--- config.mk ---
export PLATFORM = sky130hd
export DESIGN_NAME = cstif_core
export DESIGN_NICKNAME = d
export VERILOG_FILES = /design/src/design/cstif_pkg.sv /design/src/design/cstif_char_if.sv /design/src/design/cstif_core.sv /design/src/design/cstif_char_unit.sv
export SDC_FILE = /design/constraint.sdc
export NUM_CORES = 1
export LEC_CHECK = 0
export ABC_CLOCK_PERIOD_IN_PS = 4300
export BUFFER_PORTS_ARGS = -buffer_cell sky130_fd_sc_hd__buf_4
export CORE_UTILIZATION = 45
export CTS_CLUSTER_DIAMETER = 30
export DETAILED_ROUTE_END_ITERATION = 7
export MAX_ROUTING_LAYER = met4
export PLACE_DENSITY = 0.66
export SLEW_MARGIN = 5
export SYNTH_ARGS = -nofsm -noshare
export SYNTH_HDL_FRONTEND = slang
export SYNTH_HIERARCHICAL = 1
export SYNTH_SLANG_ARGS = --single-unit
--- constraint.sdc ---
create_clock -name clk_in -period 4.3 [get_ports clk_in]
set_clock_uncertainty 0.2 [all_clocks]
set_input_delay 0.43 -clock clk_in [delete_from_list [all_inputs] [get_ports clk_in]]
set_output_delay 0.43 -clock clk_in [all_outputs]
set_load 0.05 [all_outputs]
--- src/design/cstif_pkg.sv ---
// package of constants for the character store and instruction format unit
// assumes: one clock, APB register access, core storage behind plain ports
package cstif_pkg;

  // ------------------------------------------------------------------
  // widths
  // ------------------------------------------------------------------
  localparam int ADDR_W      = 15;
  localparam int CHAR_W      = 6;
  localparam int STORED_W    = 7;
  localparam int INSTR_W     = 30;
  localparam int LEN_W       = 6;
  localparam int MOD_W       = 4;
  localparam int PADDR_W     = 8;

  // ------------------------------------------------------------------
  // storage geometry
  // ------------------------------------------------------------------
  localparam int MODULE_CHARS = 4096;
  localparam logic [MOD_W-1:0] MIN_MODULES = 4'h2;
  localparam logic [MOD_W-1:0] MAX_MODULES = 4'h8;
  localparam logic [2:0] INSTR_LAST  = 3'h4;   // five characters, 0..4
  localparam logic [1:0] TETRAD_LAST = 2'h3;   // four characters, 0..3
  localparam logic [2:0] INDEX_TETRAD_HI = 3'h1; // tetrads 9..15 = 001xxx
  localparam logic [ADDR_W-1:0] INSTR_STEP = 15'h0005;

  // ------------------------------------------------------------------
  // instruction fields
  // ------------------------------------------------------------------
  localparam int OP_HI  = 29;
  localparam int OP_LO  = 25;
  localparam int IDX_HI = 24;
  localparam int IDX_LO = 22;
  localparam int M_HI   = 20;
  localparam int M_LO   = 6;
  localparam int C_HI   = 5;
  localparam int C_LO   = 0;

  // ------------------------------------------------------------------
  // character fields
  // ------------------------------------------------------------------
  localparam int ZONE_HI = 5;
  localparam int ZONE_LO = 4;
  localparam int NUM_HI  = 3;
  localparam int NUM_LO  = 0;
  localparam int SIGN_BIT = 5;

  // ------------------------------------------------------------------
  // register offsets and reset values
  // ------------------------------------------------------------------
  localparam logic [PADDR_W-1:0] OFS_CTRL    = 8'h00;
  localparam logic [PADDR_W-1:0] OFS_CFG     = 8'h04;
  localparam logic [PADDR_W-1:0] OFS_TARGET  = 8'h08;
  localparam logic [PADDR_W-1:0] OFS_COUNTER = 8'h0C;
  localparam logic [PADDR_W-1:0] OFS_INSTR   = 8'h10;
  localparam logic [PADDR_W-1:0] OFS_DECODE  = 8'h14;
  localparam logic [PADDR_W-1:0] OFS_ADDR    = 8'h18;
  localparam logic [PADDR_W-1:0] OFS_STATUS  = 8'h1C;
  localparam logic [PADDR_W-1:0] OFS_CADDR   = 8'h20;
  localparam logic [PADDR_W-1:0] OFS_CDATA   = 8'h24;
  localparam int CTRL_START = 0;
  localparam int CTRL_REDIR = 1;
  localparam int CTRL_CWR   = 2;
  localparam int CTRL_CRD   = 3;
  localparam int STAT_PERR  = 1;
  localparam int STAT_SUPP  = 3;
  localparam logic [LEN_W-1:0] RST_LEN = 6'h01;

endpackage : cstif_pkg

--- src/design/cstif_char_if.sv ---
// interface between the controller and its character unit
// assumes: purely combinational exchange inside one clock domain
interface cstif_char_if;
  import cstif_pkg::*;
  logic [CHAR_W-1:0]   wr_char;
  logic [STORED_W-1:0] wr_stored;
  logic [STORED_W-1:0] rd_stored;
  logic [CHAR_W-1:0]   rd_char;
  logic                rd_par_ok;
  logic [1:0]          rd_zone;
  logic [3:0]          rd_numeric;
  logic                rd_negative;

  modport unit (input  wr_char, rd_stored,
                output wr_stored, rd_char, rd_par_ok, rd_zone,
                       rd_numeric, rd_negative);
  modport user (output wr_char, rd_stored,
                input  wr_stored, rd_char, rd_par_ok, rd_zone,
                       rd_numeric, rd_negative);
endinterface : cstif_char_if

--- src/design/cstif_core.sv ---
// top of the character store and instruction format unit
// assumes: APB master on the register side; core storage that samples
// mem_re_out/mem_we_out at a rising edge and presents read data in the
// cycle after the one in which mem_re_out was high
//
// What this block does
// RULE1: add check bit to make stored parity odd
// RULE2: check bit hidden, only six bits used
// RULE3: bit positions count from the right, zero
// RULE4: zone is bits 5-4, numeric 3-0
// RULE5: negative when lsb character bit five set
// RULE6: operand time grows with field length
// RULE7: fetch five consecutive characters as 30 bits
// RULE8: counter points at msb character, adds five
// RULE9: redirect loads target instead of adding five
// RULE10: opcode from bits 29 to 25
// RULE11: index from bits 24-22, bit 21 ignored
// RULE12: operand address from bits 20 to 6
// RULE13: modifier from bits 5 to 0
// RULE14: 4096-character modules, two to eight
// RULE15: contiguous addresses from zero to size-1
// RULE16: character addresses are 15 bits
// RULE17: read beyond storage flags parity error
// RULE18: write beyond storage is suppressed
// RULE19: low 256 positions form 64 tetrads
// RULE20: index registers in tetrads nine to fifteen
// RULE21: first fetched character gives bits 29-24
//
// The register addresses and the APB register port were chosen for this implementation.
module cstif_core
  import cstif_pkg::*;
(
  input  wire logic                clk_in,
  input  wire logic                reset_n_in,
  input  wire logic                clk_en_in,
  input  wire logic                psel_in,
  input  wire logic                penable_in,
  input  wire logic                pwrite_in,
  input  wire logic [PADDR_W-1:0]  paddr_in,
  input  wire logic [31:0]         pwdata_in,
  output logic      [31:0]         prdata_out,
  output logic                     pready_out,
  output logic                     pslverr_out,
  output logic      [ADDR_W-1:0]   mem_addr_out,
  output logic      [STORED_W-1:0] mem_wdata_out,
  output logic                     mem_we_out,
  output logic                     mem_re_out,
  input  wire logic [STORED_W-1:0] mem_rdata_in,
  output logic                     busy_out
);

  typedef enum logic [2:0] {
    ST_IDLE, ST_FETCH, ST_INDEX, ST_OPERAND, ST_FINISH, ST_CHAR_RD
  } cstif_state_t;

  // ------------------------------------------------------------------
  // state
  // ------------------------------------------------------------------
  cstif_state_t        state_reg, state_next;
  logic [1:0]          phase_reg;
  logic [LEN_W-1:0]    step_reg;
  logic                oor_reg;
  logic [ADDR_W-1:0]   instruction_sequence_counter_reg;
  logic [ADDR_W-1:0]   target_reg;
  logic                redirect_reg;
  logic [MOD_W-1:0]    modules_reg;
  logic [LEN_W-1:0]    len_reg;
  logic [INSTR_W-1:0]  instr_reg;
  logic [23:0]         index_acc_reg;
  logic [ADDR_W-1:0]   eff_reg;
  logic [ADDR_W-1:0]   char_addr_reg;
  logic [CHAR_W-1:0]   char_wdata_reg;
  logic [CHAR_W-1:0]   char_rdata_reg;
  logic                parity_err_reg;
  logic                suppressed_reg;
  logic                negative_reg;
  logic [1:0]          zone_reg;
  logic [3:0]          numeric_reg;
  logic [ADDR_W-1:0]   mem_addr_reg;
  logic [STORED_W-1:0] mem_wdata_reg;
  logic                mem_we_reg;
  logic                mem_re_reg;

  cstif_char_if ch ();

  cstif_char_unit u_char (
    .ch (ch.unit)
  );

  // ------------------------------------------------------------------
  // bus decode
  // ------------------------------------------------------------------
  wire bus_acc   = psel_in & penable_in & clk_en_in;
  wire bus_wr    = bus_acc & pwrite_in;
  wire wr_ctrl   = bus_wr & (paddr_in == OFS_CTRL);
  wire wr_cfg    = bus_wr & (paddr_in == OFS_CFG);
  wire wr_target = bus_wr & (paddr_in == OFS_TARGET);
  wire wr_cnt    = bus_wr & (paddr_in == OFS_COUNTER);
  wire wr_status = bus_wr & (paddr_in == OFS_STATUS);
  wire wr_caddr  = bus_wr & (paddr_in == OFS_CADDR);
  wire wr_cdata  = bus_wr & (paddr_in == OFS_CDATA);
  wire idle      = (state_reg == ST_IDLE);
  wire go_start  = wr_ctrl & pwdata_in[CTRL_START] & idle;
  wire go_cwr    = wr_ctrl & pwdata_in[CTRL_CWR] & idle & ~go_start;
  wire go_crd    = wr_ctrl & pwdata_in[CTRL_CRD] & idle & ~go_start
                   & ~pwdata_in[CTRL_CWR];
  wire [MOD_W-1:0] cfg_mod = pwdata_in[MOD_W-1:0];
  wire [LEN_W-1:0] cfg_len = pwdata_in[8+LEN_W-1:8];

  // ------------------------------------------------------------------
  // instruction fields, bit zero is the rightmost
  // ------------------------------------------------------------------
  wire [4:0]        f_op  = instr_reg[OP_HI:OP_LO];     // RULE10 RULE3
  wire [2:0]        f_idx = instr_reg[IDX_HI:IDX_LO];   // RULE11
  wire [ADDR_W-1:0] f_m   = instr_reg[M_HI:M_LO];       // RULE12
  wire [CHAR_W-1:0] f_c   = instr_reg[C_HI:C_LO];       // RULE13

  // ------------------------------------------------------------------
  // storage addressing
  // ------------------------------------------------------------------
  wire [CHAR_W-1:0] rd_ch = oor_reg ? 6'h00 : ch.rd_char;
  wire [INSTR_W-1:0] instr_shift = {instr_reg[INSTR_W-7:0], rd_ch}; // RULE21
  wire [23:0] acc_shift = {index_acc_reg[17:0], rd_ch};
  wire [2:0]  new_idx   = instr_shift[IDX_HI:IDX_LO]; // RULE11
  wire [5:0]  tetrad    = {INDEX_TETRAD_HI, f_idx};   // RULE20
  // tetrad n covers positions 4n..4n+3 of the lowest 256
  wire [ADDR_W-1:0] tetrad_base = {7'h00, tetrad, 2'h0}; // RULE19
  wire [ADDR_W-1:0] step_ext = {9'h000, step_reg};
  wire [ADDR_W-1:0] fetch_addr = instruction_sequence_counter_reg
                                 + step_ext; // RULE7
  wire [ADDR_W-1:0] index_addr = tetrad_base + step_ext;
  wire [ADDR_W-1:0] oper_addr  = eff_reg - step_ext; // RULE6
  wire [ADDR_W-1:0] idx_sum    = instr_reg[M_HI:M_LO]
                                 + acc_shift[ADDR_W-1:0]; // RULE20
  // installed size is modules * 4096, one contiguous range
  wire [ADDR_W:0] limit = {modules_reg, 12'h000};  // RULE14 RULE15
  wire [ADDR_W-1:0] rd_addr =
      (state_reg == ST_FETCH)   ? fetch_addr :
      (state_reg == ST_INDEX)   ? index_addr :
      (state_reg == ST_OPERAND) ? oper_addr  : char_addr_reg;
  wire rd_oor = ({1'b0, rd_addr} >= limit);          // RULE15 RULE16
  wire wr_oor = ({1'b0, char_addr_reg} >= limit);    // RULE18
  wire reading = (state_reg == ST_FETCH) | (state_reg == ST_INDEX)
                 | (state_reg == ST_OPERAND) | (state_reg == ST_CHAR_RD);
  wire issue   = reading & (phase_reg == 2'h0);
  wire cap     = reading & (phase_reg == 2'h2);
  wire cap_err = cap & (oor_reg | ~ch.rd_par_ok);    // RULE17
  wire [LEN_W-1:0] oper_last = len_reg - 6'h01;
  wire fetch_done = cap & (state_reg == ST_FETCH)
                    & (step_reg[2:0] == INSTR_LAST);
  wire index_done = cap & (state_reg == ST_INDEX)
                    & (step_reg[1:0] == TETRAD_LAST);
  wire oper_done  = cap & (state_reg == ST_OPERAND)
                    & (step_reg == oper_last);

  assign ch.wr_char   = char_wdata_reg;
  assign ch.rd_stored = mem_rdata_in;

  // ------------------------------------------------------------------
  // next state
  // ------------------------------------------------------------------
  // one character per three cycles: issue, storage access, capture
  always_comb begin
    state_next = state_reg;
    unique case (state_reg)
      ST_IDLE: begin
        if (go_start) begin
          state_next = ST_FETCH;
        end else if (go_crd) begin
          state_next = ST_CHAR_RD;
        end
      end
      ST_FETCH: begin
        if (fetch_done) begin
          state_next = (new_idx != 3'h0) ? ST_INDEX : ST_OPERAND; // RULE11
        end
      end
      ST_INDEX: begin
        if (index_done) begin
          state_next = ST_OPERAND;
        end
      end
      ST_OPERAND: begin
        if (oper_done) begin
          state_next = ST_FINISH;
        end
      end
      ST_FINISH: begin
        state_next = ST_IDLE;
      end
      ST_CHAR_RD: begin
        if (cap) begin
          state_next = ST_IDLE;
        end
      end
    endcase
  end

  // ------------------------------------------------------------------
  // sequencer registers
  // ------------------------------------------------------------------
  // phase and step walk the characters of the current state
  always_ff @(posedge clk_in) begin
    if (!reset_n_in) begin
      state_reg <= ST_IDLE;
      phase_reg <= 2'h0;
      step_reg  <= 6'h00;
      oor_reg   <= 1'b0;
    end else if (clk_en_in) begin
      state_reg <= state_next;
      if (state_next != state_reg) begin
        phase_reg <= 2'h0;
        step_reg  <= 6'h00;
      end else if (reading) begin
        phase_reg <= cap ? 2'h0 : phase_reg + 2'h1;
        step_reg  <= cap ? step_reg + 6'h01 : step_reg;
      end
      if (issue) begin
        oor_reg <= rd_oor; // RULE17
      end
    end
  end

  // ------------------------------------------------------------------
  // storage port
  // ------------------------------------------------------------------
  // reads beyond storage never reach the modules; writes there drop
  always_ff @(posedge clk_in) begin
    if (!reset_n_in) begin
      mem_addr_reg  <= 15'h0000;
      mem_wdata_reg <= 7'h00;
      mem_we_reg    <= 1'b0;
      mem_re_reg    <= 1'b0;
    end else if (clk_en_in) begin
      mem_re_reg <= issue & ~rd_oor;            // RULE17
      mem_we_reg <= go_cwr & ~wr_oor;           // RULE18
      if (issue) begin
        mem_addr_reg <= rd_addr;
      end else if (go_cwr) begin
        mem_addr_reg  <= char_addr_reg;
        mem_wdata_reg <= ch.wr_stored;          // RULE1
      end
    end
  end

  // ------------------------------------------------------------------
  // instruction assembly, index and operand
  // ------------------------------------------------------------------
  always_ff @(posedge clk_in) begin
    if (!reset_n_in) begin
      instr_reg     <= 30'h00000000;
      index_acc_reg <= 24'h000000;
      eff_reg       <= 15'h0000;
      negative_reg  <= 1'b0;
      zone_reg      <= 2'h0;
      numeric_reg   <= 4'h0;
    end else if (clk_en_in) begin
      if (cap & (state_reg == ST_FETCH)) begin
        instr_reg <= instr_shift; // RULE7 RULE21
      end
      if (fetch_done) begin
        eff_reg <= instr_shift[M_HI:M_LO]; // RULE12
      end
      if (cap & (state_reg == ST_INDEX)) begin
        index_acc_reg <= acc_shift;
      end
      if (index_done) begin
        eff_reg <= idx_sum; // RULE20
      end
      // least significant character comes first and gives the sign
      if (cap & (state_reg == ST_OPERAND) & (step_reg == 6'h00)) begin
        negative_reg <= ~oor_reg & ch.rd_negative; // RULE5
        zone_reg     <= oor_reg ? 2'h0 : ch.rd_zone;    // RULE4
        numeric_reg  <= oor_reg ? 4'h0 : ch.rd_numeric; // RULE4
      end
    end
  end

  // ------------------------------------------------------------------
  // instruction counter
  // ------------------------------------------------------------------
  always_ff @(posedge clk_in) begin
    if (!reset_n_in) begin
      instruction_sequence_counter_reg <= 15'h0000;
      redirect_reg <= 1'b0;
      target_reg   <= 15'h0000;
    end else if (clk_en_in) begin
      if (wr_target) begin
        target_reg <= pwdata_in[ADDR_W-1:0];
      end
      if (state_reg == ST_FINISH) begin
        instruction_sequence_counter_reg <= redirect_reg ? target_reg
            : instruction_sequence_counter_reg + INSTR_STEP; // RULE8 RULE9
        redirect_reg <= 1'b0;
      end else begin
        if (wr_cnt & idle) begin
          instruction_sequence_counter_reg <= pwdata_in[ADDR_W-1:0];
        end
        if (wr_ctrl & pwdata_in[CTRL_REDIR]) begin
          redirect_reg <= 1'b1; // RULE9
        end
      end
    end
  end

  // ------------------------------------------------------------------
  // configuration, character access and sticky status
  // ------------------------------------------------------------------
  // module count is held within two to eight; hardware set beats clear
  always_ff @(posedge clk_in) begin
    if (!reset_n_in) begin
      modules_reg    <= MIN_MODULES;
      len_reg        <= RST_LEN;
      char_addr_reg  <= 15'h0000;
      char_wdata_reg <= 6'h00;
      char_rdata_reg <= 6'h00;
      parity_err_reg <= 1'b0;
      suppressed_reg <= 1'b0;
    end else if (clk_en_in) begin
      if (wr_cfg & idle) begin
        modules_reg <= (cfg_mod < MIN_MODULES) ? MIN_MODULES :
                       (cfg_mod > MAX_MODULES) ? MAX_MODULES : cfg_mod;
        len_reg     <= (cfg_len == 6'h00) ? RST_LEN : cfg_len;
      end
      if (wr_caddr & idle) begin
        char_addr_reg <= pwdata_in[ADDR_W-1:0];
      end
      if (wr_cdata & idle) begin
        char_wdata_reg <= pwdata_in[CHAR_W-1:0]; // RULE2
      end
      if (cap & (state_reg == ST_CHAR_RD)) begin
        char_rdata_reg <= rd_ch; // RULE2
      end
      parity_err_reg <= cap_err | (parity_err_reg
                        & ~(wr_status & pwdata_in[STAT_PERR])); // RULE17
      suppressed_reg <= (go_cwr & wr_oor) | (suppressed_reg
                        & ~(wr_status & pwdata_in[STAT_SUPP])); // RULE18
    end
  end

  // ------------------------------------------------------------------
  // read data and outputs
  // ------------------------------------------------------------------
  wire [31:0] rd_ctrl   = {31'h00000000, redirect_reg} << CTRL_REDIR;
  wire [31:0] rd_cfg    = {18'h00000, len_reg, 4'h0, modules_reg};
  wire [31:0] rd_decode = {10'h000, f_c, 5'h00, f_idx, 3'h0, f_op};
  wire [31:0] rd_addrs  = {1'b0, eff_reg, 1'b0, f_m};
  wire [31:0] rd_status = {16'h0000, numeric_reg, 2'h0, zone_reg,
                           4'h0, suppressed_reg, negative_reg,
                           parity_err_reg, ~idle};
  wire hit = (paddr_in == OFS_CTRL)   | (paddr_in == OFS_CFG)
           | (paddr_in == OFS_TARGET) | (paddr_in == OFS_COUNTER)
           | (paddr_in == OFS_INSTR)  | (paddr_in == OFS_DECODE)
           | (paddr_in == OFS_ADDR)   | (paddr_in == OFS_STATUS)
           | (paddr_in == OFS_CADDR)  | (paddr_in == OFS_CDATA);
  wire [31:0] rd_mux =
      (paddr_in == OFS_CTRL)    ? rd_ctrl :
      (paddr_in == OFS_CFG)     ? rd_cfg :
      (paddr_in == OFS_TARGET)  ? {17'h00000, target_reg} :
      (paddr_in == OFS_COUNTER) ?
          {17'h00000, instruction_sequence_counter_reg} :
      (paddr_in == OFS_INSTR)   ? {2'h0, instr_reg} :
      (paddr_in == OFS_DECODE)  ? rd_decode :
      (paddr_in == OFS_ADDR)    ? rd_addrs :
      (paddr_in == OFS_STATUS)  ? rd_status :
      (paddr_in == OFS_CADDR)   ? {17'h00000, char_addr_reg} :
      (paddr_in == OFS_CDATA)   ? {26'h0000000, char_rdata_reg} :
                                  32'h00000000;

  assign prdata_out    = (psel_in & ~pwrite_in) ? rd_mux : 32'h00000000;
  assign pready_out    = clk_en_in;
  assign pslverr_out   = psel_in & penable_in & ~hit;
  assign mem_addr_out  = mem_addr_reg;
  assign mem_wdata_out = mem_wdata_reg;
  assign mem_we_out    = mem_we_reg;
  assign mem_re_out    = mem_re_reg;
  assign busy_out      = ~idle;

endmodule : cstif_core

--- src/design/cstif_char_unit.sv ---
// character unit: check bit generation and check, zone/numeric split
// assumes: stored characters carry the check bit in bit 6
module cstif_char_unit
  import cstif_pkg::*;
(
  cstif_char_if.unit ch
);

  // ------------------------------------------------------------------
  // write side
  // ------------------------------------------------------------------
  // even count of ones gets a check bit so the stored word is odd
  assign ch.wr_stored = {~(^ch.wr_char), ch.wr_char}; // RULE1

  // ------------------------------------------------------------------
  // read side
  // ------------------------------------------------------------------
  // programs only see the six data bits
  assign ch.rd_char     = ch.rd_stored[CHAR_W-1:0]; // RULE2
  assign ch.rd_par_ok   = ^ch.rd_stored;            // RULE1
  // zone and numeric parts, sign in bit five
  assign ch.rd_zone     = ch.rd_stored[ZONE_HI:ZONE_LO]; // RULE4
  assign ch.rd_numeric  = ch.rd_stored[NUM_HI:NUM_LO];   // RULE4
  assign ch.rd_negative = ch.rd_stored[SIGN_BIT];        // RULE5

endmodule : cstif_char_unit

* Word-level counts from Yosys, hierarchy flattened
Index checks and enable logic that the tools add are counted.
W data, S select, Z words.
** Operators by class
- Add/sub/neg operators :: 8
- $mul :: 0
- Div/mod/pow operators :: 0
- $lt $le $gt $ge :: 4
- Eq/ne operators :: 19
- Shifts and indexed selects :: 0
- Mux-type cells :: 43
- Bitwise gates (word level) :: 73
- Reductions and logical operators :: 30
** Operators with widths (number)
- $mux W31 :: 8
- $mux W15 :: 11
- $and A1 B1 Y1 :: 45
- $mux W6 :: 6
- $eq A8 B5 Y1 const B :: 4
- $ge A15 B16 Y1 :: 2
- $reduce_and A2 Y1 :: 14
- $mux W3 :: 6
- $pmux W3 S6 :: 1
- $eq A8 B4 Y1 const B :: 2
- $eq A8 B6 Y1 const B :: 2
- $mux W16 :: 1
- $add A15 B15 Y15 :: 1
- $add A15 B3 Y15 const B :: 1
- $add A15 B6 Y15 :: 1
- $or A1 B1 Y1 :: 15
- $sub A15 B6 Y15 :: 1
- $not A1 Y1 :: 13
- $logic_not A6 Y1 :: 2
- $mux W4 :: 3
- $reduce_bool A2 Y1 :: 6
- $eq A3 B3 Y1 const B :: 3
- $eq A8 B3 Y1 const B :: 1
- $logic_not A8 Y1 :: 1
- other kinds (19) :: 27
** Word-level totals
- Register bits :: 167
- Bits in latches :: 0
- RAM bits :: 0
- Bits in read-only memories :: 0
- Input bits :: 53
- Output and inout port bits :: 59
- Memories :: 0

* Logic depth before layout (Yosys ltp)
- Word-level depth :: 15
- Depth in mapped cells :: 16

* By module
The synthesis kept the hierarchy.
** Modules (own cells, without submodules)
- cstif_core :: instances 1, cells an instance 1460, area an instance 10662.7 µm²
- cstif_char_unit :: instances 1, cells an instance 27, area an instance 254.0 µm²

* Worst setup path after synthesis
Ideal clock, no wire load.
- Path kind :: reg-to-reg
- From :: register step_reg[5]
- To :: register oor_reg
- Library setup time :: 59 ps
- Data arrival time :: 3857 ps
- Slack :: 184 ps
- Cell stages (with the launch flop) :: 16
- Path buffers :: 0
- Cell sequence :: dfxtp_1 inv_1 ha_1 or4_4 or3_4 or3_4 nor4_4 xnor2_1 o221ai_2 ha_1 nand4b_1 or4_1 a21oi_1 nand4_1 o31ai_1 o211a_1
** On the way
- Longest elaborated chain between the ends :: 5
** Ends and longest elaborated chain
- start, declared :: RTL line cstif_core.sv:61 : logic [LEN_W-1:0] step_reg;
- start signal, assigned :: RTL line cstif_core.sv:216 : step_reg <= cap ? step_reg + 6'h01 : step_reg;
- $sub A15 B6 Y15 :: RTL line cstif_core.sv:132 : wire [ADDR_W-1:0] oper_addr = eff_reg - step_ext;
- $mux W15 :: RTL line cstif_core.sv:140 : (state_reg == ST_OPERAND) ? oper_addr : char_addr_reg;
- $mux W15 :: RTL line cstif_core.sv:139 : (state_reg == ST_INDEX) ? index_addr :
- $mux W15 (*) :: RTL line cstif_core.sv:138 : (state_reg == ST_FETCH) ? fetch_addr :
- $ge A15 B16 Y1 (*) :: RTL line cstif_core.sv:141 : wire rd_oor = ({1'b0, rd_addr} >= limit);
- end signal, assigned :: RTL line cstif_core.sv:219 : oor_reg <= rd_oor;
- end, declared :: RTL line cstif_core.sv:62 : logic oor_reg;
Every way passes the cells marked *; elsewhere a longest branch is shown, timed or not.
A chain may end at the register's enable or synchronous reset.

* Worst setup path in the final report
Ends and elaborated chain as after synthesis.

==> impl_metrics.tcl <==
set metrics [dict create \
    root_buffer "clkbuf_16" \
    switching_share_pct 28.0 \
    dp_hpwl_mm 31.0 \
    yosys.area_share.simple_pct 26.2 \
    worst-setup-path-type "register to register" \
    antenna_found_initial 1 \
    hold_buffers 0 \
    min_path_cells 3 \
    setup_viol 0 \
    cts_tree "yes" \
    synth_top_area_cell "dfxtp_1" \
    p_clk_share_pct 48.0 \
    p_leak_nw 4.86 \
    yosys-top-cells-area "dfxtp_1, nand2_1, a21oi_1" \
    largest_reg_flops 30 \
    hold_violations 0 \
    grt_util_met1_pct 45.9 \
    num_rows 56 \
    regArea_mm2 0.00334 \
    crit_required_ns 4.49 \
    fin_cells 1870 \
    post-route-period-util_pct 95.8 \
    synth_top_family_by_area "simple AND/OR/NAND/NOR gates" \
    fin_area_mm2 0.0126 \
    cellPowerDensity_mw_per_mm2 282 \
    cts_resized 0 \
    grt_overflow 0 \
    dr.pass1.iters 6 \
    synth_fa_ha_area_share_pct 5.20 \
    yosys_warnings 6 \
    max_cap_viol_count 0 \
    cp.arrival_ns 4.31 \
    startpoint_type "register" \
    synthesis.area_mm2 0.0109 \
    ios 112 \
    post_drt_wl_per_cell_um 22.4 \
    p_total_mw 3.55 \
    synthFlopType "dfxtp_1" \
    drc_errors 0 \
    p_int_mw 2.55 \
    grt_max_degree 73 \
    numPortBuffers 93 \
    synth_xor_area_share_pct 4.87 \
    clock.fmax_ghz 0.243 \
    num_vias 11528 \
    r2r_cells 15 \
    area_growth_syn_to_layout_pct 15.1 \
    drt_iter0_markers 1468 \
    ctsHtreeMaxLevel 4 \
    dieHeight_um 158 \
    synth_compound_area_share_pct 23.8 \
    critPathCaptureType "register" \
    dpl-instance-area_mm2 0.0119 \
    pwr-share-comb_pct 8.1 \
    fin_crit_ns 4.12 \
    chipWidth_um 158 \
    maxSlewViolCount 0 \
    synthArstFlopShare_pct 0 \
    crit_fanout 5 \
    ys_types 78 \
    numCtsBuffers 17 \
    syn_inst 1487 \
    rsz0062_at_grt "false" \
    pre_cts_ws_ns 0.0911 \
    place.gp.congestion 1.04 \
    clk_path_buf_depth 2 \
    place_inst 1837 \
    busiest_layer "met2" \
    finalWirelength_mm 41.8 \
    setup_tns_ns 0 \
    yosysTopAreaCellShare_pct 30.6 \
    status "finished, final reports clean" \
    worstMarginPinSlew_ns 1.17 \
    synthMuxAreaShare_pct 3.40 \
    fin_nets 1633 \
    syn-num-nets 1583 \
    p_sw_mw 0.993 \
    clk_latency_ns 0.44 \
    grt_pass1_vias 10224 \
    avgSynthCellArea_um2 7.34 \
    sequentialPowerShare_pct 43.9 \
    met3_usage_pct 7.50 \
    relSlewSlack_pct 21.5 \
    path_clk_slew_ns 0.08 \
    yosysSeqAreaShare_pct 30.6 \
    initial_core_util_pct 46.2 \
    multi_input_area_mm2 0.00697 \
    postCtsSetupRepairBufs 0 \
    coreArea_mm2 0.0236 \
    ant_nets 0 \
    fin_ws_ns 0.181 \
    grt_use_met2_pct 50.2 \
    grt_pass1_wl_mm 62.3 \
    drive_above_1_share_pct 12.7 \
    synth_seq_cells 167 \
    worstHoldPathType "input pin to register" \
    fill_cells 2340 \
    die_area_mm2 0.0249 \
    synth_edf_count 0 \
    cts.sinks 167 \
    via_per_inst 6.16 \
    grt_usage_pct 34.7 \
    max-vdd-ir-drop_v 0.000263 \
]
[Yosys cell counts, drive strengths merged (7+ instances only)]
cell type	count
nand2	257
dfxtp	167
a21oi	163
nor2	159
o21ai	81
clkbuf	78
nor3	45
ha	39
mux2i	36
nand3	35
buf	34
inv	33
xnor2	29
a211oi	28
xor2	24
nor2b	22
nand2b	19
a22oi	16
nand4	13
nor4	13
o211ai	13
o31ai	11
nor3b	10
a21o	9
a222oi	9
and3	9
o21a	9
a221oi	8
a311oi	8
or2	8
and2	7
[path summary, 6_finish.rpt]
path / endpoint / startpoint / slack [ns]
setup / recovery: oor_reg / step_reg[5] / 0.18
hold / removal: target_reg[7] / pwdata_in[7] / 0.04
setup reg to reg: oor_reg / step_reg[5] / 0.18
hold reg to reg: mem_wdata_out[6] / mem_wdata_out[6] / 0.25
[critical path, cell delays in order (launching register included)]
cell and delay, ns:
dfxtp_1 0.33, inv_1 0.06, ha_1 0.20, or4_4 0.45
or3_4 0.37, or3_4 0.36, nor4_4 0.15, xnor2_1 0.21
o221ai_2 0.17, ha_1 0.33, nand4b_1 0.10, or4_1 0.50
a21oi_1 0.13, nand4_1 0.12, o31ai_2 0.23, o211a_1 0.18
[cell families after synthesis]
group | after synthesis
compound gates | 412
xor+xnor | 56
fa+ha+maj | 43
buf+inv | 146
flops | 167
mux | 37
other cells | 1
simple gates | 625
[layer usage]
| metal | part of all wire (%) | routed length, um | vias up |
|---|---|---|---|
| li1 | - | - | 5375 |
| met1 | 42 | 17700 | 5388 |
| met2 | 43 | 18100 | 659 |
| met3 | 10 | 4290 | 106 |
| met4 | 4.0 | 1680 | 0 |
| met5 | 0 | 0 | - |
[cell usage in the layout, fill, tap and decap left out, types with 11 or more instances in the layout]
| master | instances |
|---|---|
| a211oi_1 | 28 |
| mux2i_1 | 36 |
| nand2b_1 | 19 |
| nor3_1 | 44 |
| o21ai_0 | 68 |
| ha_1 | 39 |
| nand4_1 | 13 |
| xnor2_1 | 29 |
| nand3_1 | 35 |
| clkbuf_16 | 17 |
| buf_4 | 142 |
| xor2_1 | 24 |
| a22oi_1 | 16 |
| dfxtp_1 | 167 |
| nor2_1 | 158 |
| inv_1 | 33 |
| nor2b_1 | 22 |
| nor4_1 | 11 |
| o21ai_1 | 11 |
| nand2_1 | 257 |
| o211ai_1 | 12 |
| a21oi_1 | 161 |
[power groups by stage]
stage / Sequential, mW / Clock, mW / Combinational [mW]
5_1_grt: 1.56 / 1.76 / 0.307
6_report: 1.56 / 1.70 / 0.289
3_3_place_gp: 1.59 / 0 / 0.277
2_1_floorplan: 1.59 / 0 / 0.173
3_5_place_dp: 1.59 / 0 / 0.277
4_1_cts: 1.56 / 1.70 / 0.279
[layout make-up]
type | count | area share [%]
antenna | 1 | 0.0199
clock buffer | 17 | 3.39
clock inverter | 15 | 1.68
inverter | 34 | 1.04
multi-input combinational | 1174 | 55.5
sequential | 167 | 26.6
tap | 319 | 3.18
timing repair buffer | 143 | 8.64
[per-stage QoR]
stage | hold slack (ns) | utilization (%)
global placement | 0.239 | 50.5
global route | 0.0416 | 53.2
CTS | 0.0364 | 53.2
detailed placement | 0.245 | 50.5
floorplan | 0.242 | -
finish | 0.0435 | 53.2
Power figures use the tool's default switching activity.
